$ cat src/hdl/pie_defines.vh
// Offsets, field positions, reset values and masks of the peripheral enable banks
`ifndef PIE_DEFINES_VH
`define PIE_DEFINES_VH

// ==================================================
// Register offsets (byte address on the plain port)
// ==================================================
`define PIE_ADDR_W 8
`define PIE_OFF_ENABLE_TWO 8'h00
`define PIE_OFF_ENABLE_THREE 8'h01
`define PIE_OFF_FLAGS_TWO 8'h02
`define PIE_OFF_FLAGS_THREE 8'h03
`define PIE_OFF_STATUS 8'h04

// ==================================================
// Bank two field positions
// ==================================================
`define PIE_OSC_FAIL_BIT 7
`define PIE_COMPARATOR_TWO_BIT 6
`define PIE_COMPARATOR_ONE_BIT 5
`define PIE_NVM_WRITE_DONE_BIT 4
`define PIE_SERIAL_COLLISION_BIT 3
`define PIE_CAPCOMP_TWO_BIT 0

// ==================================================
// Bank three field positions
// ==================================================
`define PIE_CAPCOMP_FOUR_BIT 5
`define PIE_CAPCOMP_THREE_BIT 4
`define PIE_TIMER_SIX_MATCH_BIT 3
`define PIE_TIMER_FOUR_MATCH_BIT 1

// ==================================================
// Status register field positions
// ==================================================
`define PIE_STAT_REQ_BIT 0
`define PIE_STAT_IRQ_BIT 1
`define PIE_STAT_MASTER_BIT 2

// ==================================================
// Implemented bit masks and reset values
// ==================================================
`define PIE_IMPL_TWO_LARGE 8'hF9
`define PIE_IMPL_TWO_SMALL 8'hB9
`define PIE_IMPL_THREE 8'h3A
`define PIE_RESET_ENABLE 8'h00
`define PIE_RESET_FLAGS 8'h00
`define PIE_READ_ZERO 8'h00

`endif

$ cat src/hdl/pie_enable_banks.v
// Peripheral interrupt enable banks two and three with their pending flags
//
// Added by the designer: the register addresses and the strobed register port.
`timescale 1ns/1ps
`default_nettype none
`include "pie_defines.vh"

// ==================================================
// Summary of operation
// ==================================================

module pie_enable_banks #(
   parameter LARGE_VARIANT = 1
) (
   // Clock and reset
   input wire clk_in,
   input wire resetn_in,
   // Register port
   input wire [7:0] addr_in,
   input wire [7:0] wdata_in,
   input wire wr_in,
   input wire rd_in,
   output wire [7:0] rdata_out,
   // Peripheral event pulses, bank two layout
   input wire [7:0] event_two_in,
   // Peripheral event pulses, bank three layout
   input wire [7:0] event_three_in,
   // Master enable from the core interrupt control register
   input wire peripheral_master_irq_en_in,
   // Requests toward the core
   output wire periph_req_out,
   output wire periph_irq_out
);

   // ==================================================
   // Implemented positions
   // ==================================================
   // On the small variant the second comparator does not exist, so its
   // enable and flag collapse to constant zero.
   localparam [7:0] IMPL_TWO = (LARGE_VARIANT != 0) ?
      `PIE_IMPL_TWO_LARGE : `PIE_IMPL_TWO_SMALL;
   localparam [7:0] IMPL_THREE = `PIE_IMPL_THREE;

   // ==================================================
   // State
   // ==================================================
   reg [7:0] enable_two_ff;
   reg [7:0] enable_three_ff;
   reg [7:0] flags_two_ff;
   reg [7:0] flags_three_ff;
   reg [7:0] rdata_ff;

   reg [7:0] nxt_enable_two;
   reg [7:0] nxt_enable_three;
   reg [7:0] nxt_rdata;

   wire [7:0] nxt_flags_two;
   wire [7:0] nxt_flags_three;

   // ==================================================
   // Address decode
   // ==================================================
   wire hit_enable_two;
   wire hit_enable_three;
   wire hit_flags_two;
   wire hit_flags_three;
   wire hit_status;

   assign hit_enable_two = (addr_in == `PIE_OFF_ENABLE_TWO);
   assign hit_enable_three = (addr_in == `PIE_OFF_ENABLE_THREE);
   assign hit_flags_two = (addr_in == `PIE_OFF_FLAGS_TWO);
   assign hit_flags_three = (addr_in == `PIE_OFF_FLAGS_THREE);
   assign hit_status = (addr_in == `PIE_OFF_STATUS);

   wire clr_two_en;
   wire clr_three_en;

   assign clr_two_en = wr_in & hit_flags_two;
   assign clr_three_en = wr_in & hit_flags_three;

   // ==================================================
   // Event and clear masks
   // ==================================================
   // Events on absent positions are dropped here, so a stray strobe
   // from a peripheral that is not fitted can never latch a flag.
   wire [7:0] ev_two_live;
   wire [7:0] ev_three_live;
   wire [7:0] clr_two_mask;
   wire [7:0] clr_three_mask;

   assign ev_two_live = event_two_in & IMPL_TWO;
   assign ev_three_live = event_three_in & IMPL_THREE;
   assign clr_two_mask = {8{clr_two_en}} & wdata_in;
   assign clr_three_mask = {8{clr_three_en}} & wdata_in;

   // ==================================================
   // Enable register write path
   // ==================================================
   always @* begin
      nxt_enable_two = enable_two_ff;
      nxt_enable_three = enable_three_ff;
      // Flag, status and unmapped offsets leave both enables alone;
      // flag clears are handled in the flag cells below.
      if (wr_in && hit_enable_two) begin
         // Only implemented positions take the written value
         nxt_enable_two = wdata_in & IMPL_TWO;
      end else if (wr_in && hit_enable_three) begin
         nxt_enable_three = wdata_in & IMPL_THREE;
      end
   end

   always @(posedge clk_in or negedge resetn_in) begin
      if (!resetn_in) begin
         // Every reset source reaches this one input, so power-on,
         // brown-out and the others all clear the enables alike.
         enable_two_ff <= `PIE_RESET_ENABLE;
         enable_three_ff <= `PIE_RESET_ENABLE;
      end else begin
         enable_two_ff <= nxt_enable_two;
         enable_three_ff <= nxt_enable_three;
      end
   end

   // ==================================================
   // Pending flags, one cell per bit
   // ==================================================
   // A flag is set by its event pulse whatever the enable holds; a
   // write of one clears it, but an event in the same cycle wins so
   // nothing is lost.
   genvar gi;
   generate
      for (gi = 0; gi < 8; gi = gi + 1) begin : g_flag
         assign nxt_flags_two[gi] = ev_two_live[gi] | (flags_two_ff[gi] & ~clr_two_mask[gi]);
         assign nxt_flags_three[gi] = ev_three_live[gi] | (flags_three_ff[gi] & ~clr_three_mask[gi]);
      end
   endgenerate

   always @(posedge clk_in or negedge resetn_in) begin
      if (!resetn_in) begin
         flags_two_ff <= `PIE_RESET_FLAGS;
         flags_three_ff <= `PIE_RESET_FLAGS;
      end else begin
         flags_two_ff <= nxt_flags_two;
         flags_three_ff <= nxt_flags_three;
      end
   end

   // ==================================================
   // Named enable fields
   // ==================================================
   // Each enable by its own name, so the request gating below reads
   // as the register layout does rather than by bit index.
   wire osc_fail_irq_en;
   wire comparator_two_irq_en;
   wire comparator_one_irq_en;
   wire nvm_write_done_irq_en;
   wire serial_collision_irq_en;
   wire capcomp_two_irq_en;
   wire capcomp_four_irq_en;
   wire capcomp_three_irq_en;
   wire timer_six_match_irq_en;
   wire timer_four_match_irq_en;

   assign osc_fail_irq_en = enable_two_ff[`PIE_OSC_FAIL_BIT];
   assign comparator_two_irq_en = enable_two_ff[`PIE_COMPARATOR_TWO_BIT];
   assign comparator_one_irq_en = enable_two_ff[`PIE_COMPARATOR_ONE_BIT];
   assign nvm_write_done_irq_en = enable_two_ff[`PIE_NVM_WRITE_DONE_BIT];
   assign serial_collision_irq_en = enable_two_ff[`PIE_SERIAL_COLLISION_BIT];
   assign capcomp_two_irq_en = enable_two_ff[`PIE_CAPCOMP_TWO_BIT];
   assign capcomp_four_irq_en = enable_three_ff[`PIE_CAPCOMP_FOUR_BIT];
   assign capcomp_three_irq_en = enable_three_ff[`PIE_CAPCOMP_THREE_BIT];
   assign timer_six_match_irq_en = enable_three_ff[`PIE_TIMER_SIX_MATCH_BIT];
   assign timer_four_match_irq_en = enable_three_ff[`PIE_TIMER_FOUR_MATCH_BIT];

   // ==================================================
   // Named pending flags
   // ==================================================
   // Absent positions never latch, so the names need no mask here.
   wire osc_fail_pending;
   wire comparator_two_pending;
   wire comparator_one_pending;
   wire nvm_write_done_pending;
   wire serial_collision_pending;
   wire capcomp_two_pending;
   wire capcomp_four_pending;
   wire capcomp_three_pending;
   wire timer_six_match_pending;
   wire timer_four_match_pending;

   assign osc_fail_pending = flags_two_ff[`PIE_OSC_FAIL_BIT];
   assign comparator_two_pending = flags_two_ff[`PIE_COMPARATOR_TWO_BIT];
   assign comparator_one_pending = flags_two_ff[`PIE_COMPARATOR_ONE_BIT];
   assign nvm_write_done_pending = flags_two_ff[`PIE_NVM_WRITE_DONE_BIT];
   assign serial_collision_pending = flags_two_ff[`PIE_SERIAL_COLLISION_BIT];
   assign capcomp_two_pending = flags_two_ff[`PIE_CAPCOMP_TWO_BIT];
   assign capcomp_four_pending = flags_three_ff[`PIE_CAPCOMP_FOUR_BIT];
   assign capcomp_three_pending = flags_three_ff[`PIE_CAPCOMP_THREE_BIT];
   assign timer_six_match_pending = flags_three_ff[`PIE_TIMER_SIX_MATCH_BIT];
   assign timer_four_match_pending = flags_three_ff[`PIE_TIMER_FOUR_MATCH_BIT];

   // ==================================================
   // Request combining
   // ==================================================
   wire [7:0] gated_two;
   wire [7:0] gated_three;
   wire any_req;
   wire req_two;
   wire req_three;

   // Bank two layout: osc fail 7, comparator two 6, comparator one 5,
   // nvm write done 4, serial collision 3, capture compare two 0.
   assign gated_two[`PIE_OSC_FAIL_BIT] =
      osc_fail_pending & osc_fail_irq_en;
   assign gated_two[`PIE_COMPARATOR_TWO_BIT] =
      comparator_two_pending & comparator_two_irq_en;
   assign gated_two[`PIE_COMPARATOR_ONE_BIT] =
      comparator_one_pending & comparator_one_irq_en;
   assign gated_two[`PIE_NVM_WRITE_DONE_BIT] =
      nvm_write_done_pending & nvm_write_done_irq_en;
   assign gated_two[`PIE_SERIAL_COLLISION_BIT] =
      serial_collision_pending & serial_collision_irq_en;
   assign gated_two[2:1] = 2'h0;
   assign gated_two[`PIE_CAPCOMP_TWO_BIT] =
      capcomp_two_pending & capcomp_two_irq_en;

   // Bank three layout: capture compare four 5 and three 4,
   // timer six match 3, timer four match 1.
   assign gated_three[7:6] = 2'h0;
   assign gated_three[`PIE_CAPCOMP_FOUR_BIT] =
      capcomp_four_pending & capcomp_four_irq_en;
   assign gated_three[`PIE_CAPCOMP_THREE_BIT] =
      capcomp_three_pending & capcomp_three_irq_en;
   assign gated_three[`PIE_TIMER_SIX_MATCH_BIT] =
      timer_six_match_pending & timer_six_match_irq_en;
   assign gated_three[2] = 1'b0;
   assign gated_three[`PIE_TIMER_FOUR_MATCH_BIT] =
      timer_four_match_pending & timer_four_match_irq_en;
   assign gated_three[0] = 1'b0;

   // Per-bank ORs keep the final gate toward the core shallow
   assign req_two = |gated_two;
   assign req_three = |gated_three;
   assign any_req = req_two | req_three;

   // Combinational from flops so the core sees a new flag next cycle
   assign periph_req_out = any_req;
   assign periph_irq_out = any_req & peripheral_master_irq_en_in;

   // ==================================================
   // Read path
   // ==================================================
   wire [7:0] status_word;

   // Status is read-only; it shows the raw request, the gated request
   // and the master enable as the core sees them this cycle.
   assign status_word[7:3] = 5'h00;
   assign status_word[`PIE_STAT_MASTER_BIT] = peripheral_master_irq_en_in;
   assign status_word[`PIE_STAT_IRQ_BIT] = periph_irq_out;
   assign status_word[`PIE_STAT_REQ_BIT] = any_req;

   // Data stand for exactly one cycle after the read strobe and are
   // zero otherwise, which keeps an OR-ed read bus in the core clean.
   always @* begin
      nxt_rdata = `PIE_READ_ZERO;
      if (rd_in) begin
         if (hit_enable_two) begin
            nxt_rdata = enable_two_ff & IMPL_TWO;
         end else if (hit_enable_three) begin
            nxt_rdata = enable_three_ff & IMPL_THREE;
         end else if (hit_flags_two) begin
            nxt_rdata = flags_two_ff;
         end else if (hit_flags_three) begin
            nxt_rdata = flags_three_ff;
         end else if (hit_status) begin
            nxt_rdata = status_word;
         end else begin
            nxt_rdata = `PIE_READ_ZERO;
         end
      end
   end

   always @(posedge clk_in or negedge resetn_in) begin
      if (!resetn_in) begin
         rdata_ff <= `PIE_READ_ZERO;
      end else begin
         rdata_ff <= nxt_rdata;
      end
   end

   assign rdata_out = rdata_ff;

endmodule // pie_enable_banks

`default_nettype wire

$ cat config.mk
export PLATFORM = sky130hd
export DESIGN_NAME = pie_enable_banks
export DESIGN_NICKNAME = d
export VERILOG_FILES = /design/src/hdl/pie_enable_banks.v
export VERILOG_INCLUDE_DIRS = /design/src /design/src/hdl
export SDC_FILE = /design/constraint.sdc
export NUM_CORES = 1
export LEC_CHECK = 0
export ABC_AREA = 0
export BUFFER_PORTS_ARGS = -buffer_cell sky130_fd_sc_hd__buf_2
export CELL_PAD_IN_SITES_DETAIL_PLACEMENT = 0
export CELL_PAD_IN_SITES_GLOBAL_PLACEMENT = 1
export CORE_MARGIN = 2
export CORE_UTILIZATION = 39
export CTS_BUF_LIST = sky130_fd_sc_hd__clkbuf_16
export DETAILED_ROUTE_END_ITERATION = 10
export PLACE_DENSITY_LB_ADDON = 0.1
export SYNTH_ARGS = -nofsm -noshare
export SYNTH_HDL_FRONTEND = slang
export SYNTH_SLANG_ARGS = --single-unit
$ cat constraint.sdc
create_clock -name clk_in -period 1.6 [get_ports clk_in]
set_input_delay 0.24 -clock clk_in [delete_from_list [all_inputs] [get_ports clk_in]]
set_output_delay 0.24 -clock clk_in [all_outputs]
set_load 0.01 [all_outputs]
## After elaboration in Yosys (flattened, before gate mapping)

Cells that the tools add are included.
W data, S select, Z words.

| word-level totals | value |
|---|---|
| register bits after elaboration | 34 |
| bits in latches | 0 |
| bits in writable memories | 0 |
| bits in read-only memories | 0 |
| word-level logic and storage cells | 80 |
| memories | 0 |

| cells by class | value |
|---|---|
| add/subtract/negate cells | 0 |
| $mul | 0 |
| div/mod/pow operators | 0 |
| magnitude comparators | 0 |
| eq/ne operators | 4 |
| shifts and indexed selects | 0 |
| multiplexer cells | 6 |
| bitwise operators | 59 |
| reductions and logical operators | 6 |

Operators with widths:

| operator | count |
|---|---|
| $mux W8 | 5 |
| $and A1 B1 Y1 | 29 |
| $not A1 Y1 | 17 |
| $and A8 B8 Y8 | 2 |
| $eq A8 B2 Y1 const B | 2 |
| $or A1 B1 Y1 | 11 |
| $eq A8 B1 Y1 const B | 1 |
| $eq A8 B3 Y1 const B | 1 |
| $logic_not A8 Y1 | 1 |
| $reduce_or A6 Y1 | 1 |
| $reduce_or A4 Y1 | 1 |
| $mux W3 | 1 |
| $logic_and A1 B1 Y1 | 2 |
| $reduce_and A2 Y1 | 1 |

## Logic depth before layout (Yosys ltp)

| logic depth | value |
|---|---|
| depth after elaboration | 10 |
| gate-level depth with buffers | 6 |
| mapped depth without buffers | 4 |

## Worst setup path before layout

OpenSTA, ideal clock, no wires.

| timing | value |
|---|---|
| path kind | input to register |
| start | input addr_in[5] |
| end | register enable_three_ff[1] |
| library setup time | 125 ps |
| data arrival time | 1556 ps |
| required time | 1475 ps |
| path slack | -81 ps |
| cell stages on the path | 4 |
| path buffers | 0 |
| cell sequence | or4_4 nor3_4 nand3_4 mux2_4 |

| on the way | value |
|---|---|
| longest elaborated chain between the ends | 4 |
| elaborated cells between the ends (all ways) | 6 |
| classes of those cells | eq/ne: 1; bitwise: 1; reduce/logical: 4 |

RTL lines:

| what | RTL line | RTL |
|---|---|---|
| start, declared | pie_enable_banks.v:19 | `input wire [7:0] addr_in,` |
| $logic_not A8 Y1 (no line) | n/a |  |
| $logic_and A1 B1 Y1 | pie_enable_banks.v:104 | `if (wr_in && hit_enable_two) begin` |
| $not A1 Y1 (no line) | n/a |  |
| $reduce_and A2 Y1 (no line) (*) | n/a |  |
| end signal, assigned | pie_enable_banks.v:117 | `` enable_three_ff <= `PIE_RESET_ENABLE; `` |
| end signal, assigned | pie_enable_banks.v:120 | `enable_three_ff <= nxt_enable_three;` |
| end, declared | pie_enable_banks.v:48 | `reg [7:0] enable_three_ff;` |

Every way passes the cells marked *; elsewhere a longest branch is shown, timed or not.
A chain may end at the register's enable or synchronous reset.

## Final worst setup path

| timing | value |
|---|---|
| start | register flags_three_ff[4] |
| end | output periph_irq_out |

| on the way | value |
|---|---|
| longest elaborated chain between the ends | 4 |

RTL lines:

| what | RTL line | RTL |
|---|---|---|
| start, declared | pie_enable_banks.v:50 | `reg [7:0] flags_three_ff;` |
| start signal, assigned | pie_enable_banks.v:141 | `` flags_three_ff <= `PIE_RESET_FLAGS; `` |
| start signal, assigned | pie_enable_banks.v:144 | `flags_three_ff <= nxt_flags_three;` |
| $and A1 B1 Y1 | pie_enable_banks.v:232 | `capcomp_three_pending & capcomp_three_irq_en;` |
| $reduce_or A4 Y1 | pie_enable_banks.v:242 | `assign req_three = \|gated_three;` |
| $or A1 B1 Y1 | pie_enable_banks.v:243 | `assign any_req = req_two \| req_three;` |
| $and A1 B1 Y1 | pie_enable_banks.v:247 | `assign periph_irq_out = any_req & peripheral_master_irq_en_in;` |
| end, declared | pie_enable_banks.v:32 | `output wire periph_irq_out` |

No other way between the ends.

==> impl_results.md <==
- Status: finished with violations
- Failing checks: negative hold slack, negative setup slack
- Post-DP HPWL: between 3 and 4 mm
- Area leader, netlist: dfrtp_1
- Post-Layout Cell Count: around 260
- GPL Wtd Cong: between 0.8 and 0.9
- CP Cell Sequence: a22oi_2 -> nand3_2 -> or2_4 -> and2_4 -> buf_6
- Post-Synthesis Cells: approximately 130
- Drt drc: 0
- DR vias/cell: roughly 5.0
- Area Overhead vs Synth: 43.8%
- Setup Viol. Count Final: 4
- Final Hold Fails: 9
- Switching share of power: 0.227
- Max cap viols: 0
- Distinct cells, synth: 33
- Mapped Area: around 1600 um^2
- Pwr dens: approximately 900 nW/um^2
- Dpl cells: 245
- N_diodes: 0
- Synth warnings: 0
- Async SR Flop Fraction: 1.00
- Die area: approximately 4700 um^2
- Vias in the first global route: ~1300
- H-tree depth: 2
- Synthesized area per cell: 12.2 um^2
- Unrepaired setup endpoints after global routing: yes
- CTS clk-pin slew, worst paths: 0.05 ns
- Iteration-0 DRC Markers: 32
- Clock Power Share: 0.427
- CTS root buf: clkbuf_16
- Max Clk Rate: about 570 MHz
- CP top delay family: simple AND/OR/NAND/NOR gates
- CTS sink cnt: 34
- Critical path fanouts, max: 2
- Layout cells sized above 1: 0.542
- TritonCTS Buffers: 5
- Clock tree from TritonCTS: built
- Post-synth EDFFs: 0
- TNS Setup: -0.343 ns
- Peak supply drop: around 630 uV
- Main flop type after synthesis: dfrtp_1
- Worst Tran Pin Value: between 0.4 and 0.5 ns
- Final min period: 1.75 ns
- Worst setup EP type: output pin
- Hold Slack: -0.00771 ns
- Final core utilization: 0.579
- Reg power frac: 0.433
- Worst r2r path cells: 9
- Seq/Total Area, Yosys: 0.528
- Syn_nets: roughly 170
- NetSw: around 0.00047 W
- IO Port Bufs: 40
- Initial Util: 0.403
- Worst path bufs/invs: 1
- DR pass1 iterations: 4
- # fillers: 350
- Worst clock skew: 0.00489 ns
- Largest net degree at the start of global routing: 35
- Nets: 250
- Combinational power share: 0.140
- Die width: approximately 68 um
- Worst path depth: 5
- Antenna viol nets, final: 0
- CTS Buffer Depth: 2
- Fin crit share: 1.09
- CP Data Required Time: 1.36 ns
- Top cell type's share of synthesized area: 0.528
- Synth cell count leaders: dfrtp_1, nand2_1, a21o_1, mux2_2, a22oi_1
- Flops & latches, synth: 34
- GRT overflow: 0
- Relative slew slack: 0.716
- Setup ws final: -0.147 ns
- Fin. max-slew vios: 0
- Leakage: approximately 1.1 nW
- Total Routed Length: ~4.2 mm
- Total Power: approximately 0.0020 W
- Crit path launch type: flip-flop
- Slowest cell delay on critical path: ~0.4 ns
- Count leader, synth: dfrtp_1
- DR WL/cell: 15.9 um
- Critical setup path kind: flip-flop to output pin
- Top cells by area, synth: dfrtp_1, mux2_2, a21o_1
- Rows: 23
- Hold Path Class: input port to asynchronous set/reset pin
- Slowest CP cell: dfrtp_1
- I/O Pins: 47
- Crit path DAT: around 1.5 ns
- Initial antenna violation count: 0
- Core box area: 4000 um^2
- Clk_lat worst skew: ~0.27 ns
- Total GRT Usage: 0.203
- Chip height: between 60 and 70 um
- Internal power: roughly 0.0016 W
- Total number of vias: 1310
- First-pass GRT wire length: 6.65 mm
==> through the flow <==
step	area, um^2	worst slack (ns)
2_1_floorplan	1610	-0.0805
3_3_place_gp	2060	-0.167
3_5_place_dp	2060	-0.213
4_1_cts	2290	-0.137
5_1_grt	2320	-0.192
6_report	2320	-0.147
==> cell usage in the layout (no fill, tap or decap), types with 2 or more instances in the layout <==
cell,instances
buf_4,37
and2_1,2
nor2b_1,2
o22ai_1,2
mux2_2,8
nor4_4,2
a21boi_0,5
nor2_1,3
mux2i_1,4
a22oi_2,4
clkbuf_16,5
a21o_1,10
inv_1,5
buf_2,39
a22oi_1,3
a21oi_1,3
a221oi_2,2
mux2_4,4
o211ai_1,2
nand3_2,2
nand2_1,15
dfrtp_1,34
a211oi_1,2
o21ai_0,2
==> area by class of cell <==
type                       count  area, um^2  share of cell area
multi-input combinational     90         771               0.333
inverter                       5        18.8             0.00810
timing repair buffer          77         484               0.209
clock inverter                 1        3.75             0.00162
clock buffer                   5         125              0.0540
tap                           50        62.6              0.0270
sequential                    34         851               0.367
==> power by group through the flow <==
stage	clock, W	sequential (W)	combinational [W]
2_1_floorplan	0	0.000899	0.0000951
3_3_place_gp	0	0.000900	0.000214
3_5_place_dp	0	0.000900	0.000217
4_1_cts	0.000893	0.000887	0.000274
5_1_grt	0.000916	0.000889	0.000312
6_report	0.000875	0.000888	0.000286
==> cell families after synthesis <==
logic type / share of synthesized area
buffers and inverters: 0.0194
AOI/OAI and AO/OA: 0.162
and+or+nand+nor: 0.158
muxes: 0.132
DFF: 0.528
==> registers in the layout, summed over array words and instances, names as in the netlist <==
name	cells
flags_two_ff	8
enable_three_ff	4
enable_two_ff	6
rdata_out	8
flags_three_ff	8
==> per-layer routing <==
layer	GRT usage	routed length, um	share of wire	up-vias
li1	-	-	-	639
met1	0.255	1810	0.44	628
met2	0.334	2050	0.49	36
met3	0.0526	215	0.052	7
met4	0.0750	73	0.018	0
met5	0	0	0	-
==> path summary, 6_finish.rpt <==
kind	start	to	slack, ns
max	flags_three_ff[4]	periph_irq_out	-0.15
min	resetn_in	flags_two_ff[6]	-0.008
max reg2reg	flags_three_ff[5]	rdata_out[1]	-0.13
min reg2reg	flags_two_ff[1]	flags_two_ff[1]	0.50
max in group asynchronous	resetn_in	enable_two_ff[7]	1.30
min in group clk_in	event_two_in[6]	flags_two_ff[6]	0.14
==> repair_timing <==
action	CTS	global route
pin swaps	8	5
endpoints found under the setup margin	2	4
gates cloned	0	0
setup buffers	7	4
resized for setup	12	0
hold buffers	0	0
Power figures use the tool's default switching activity.
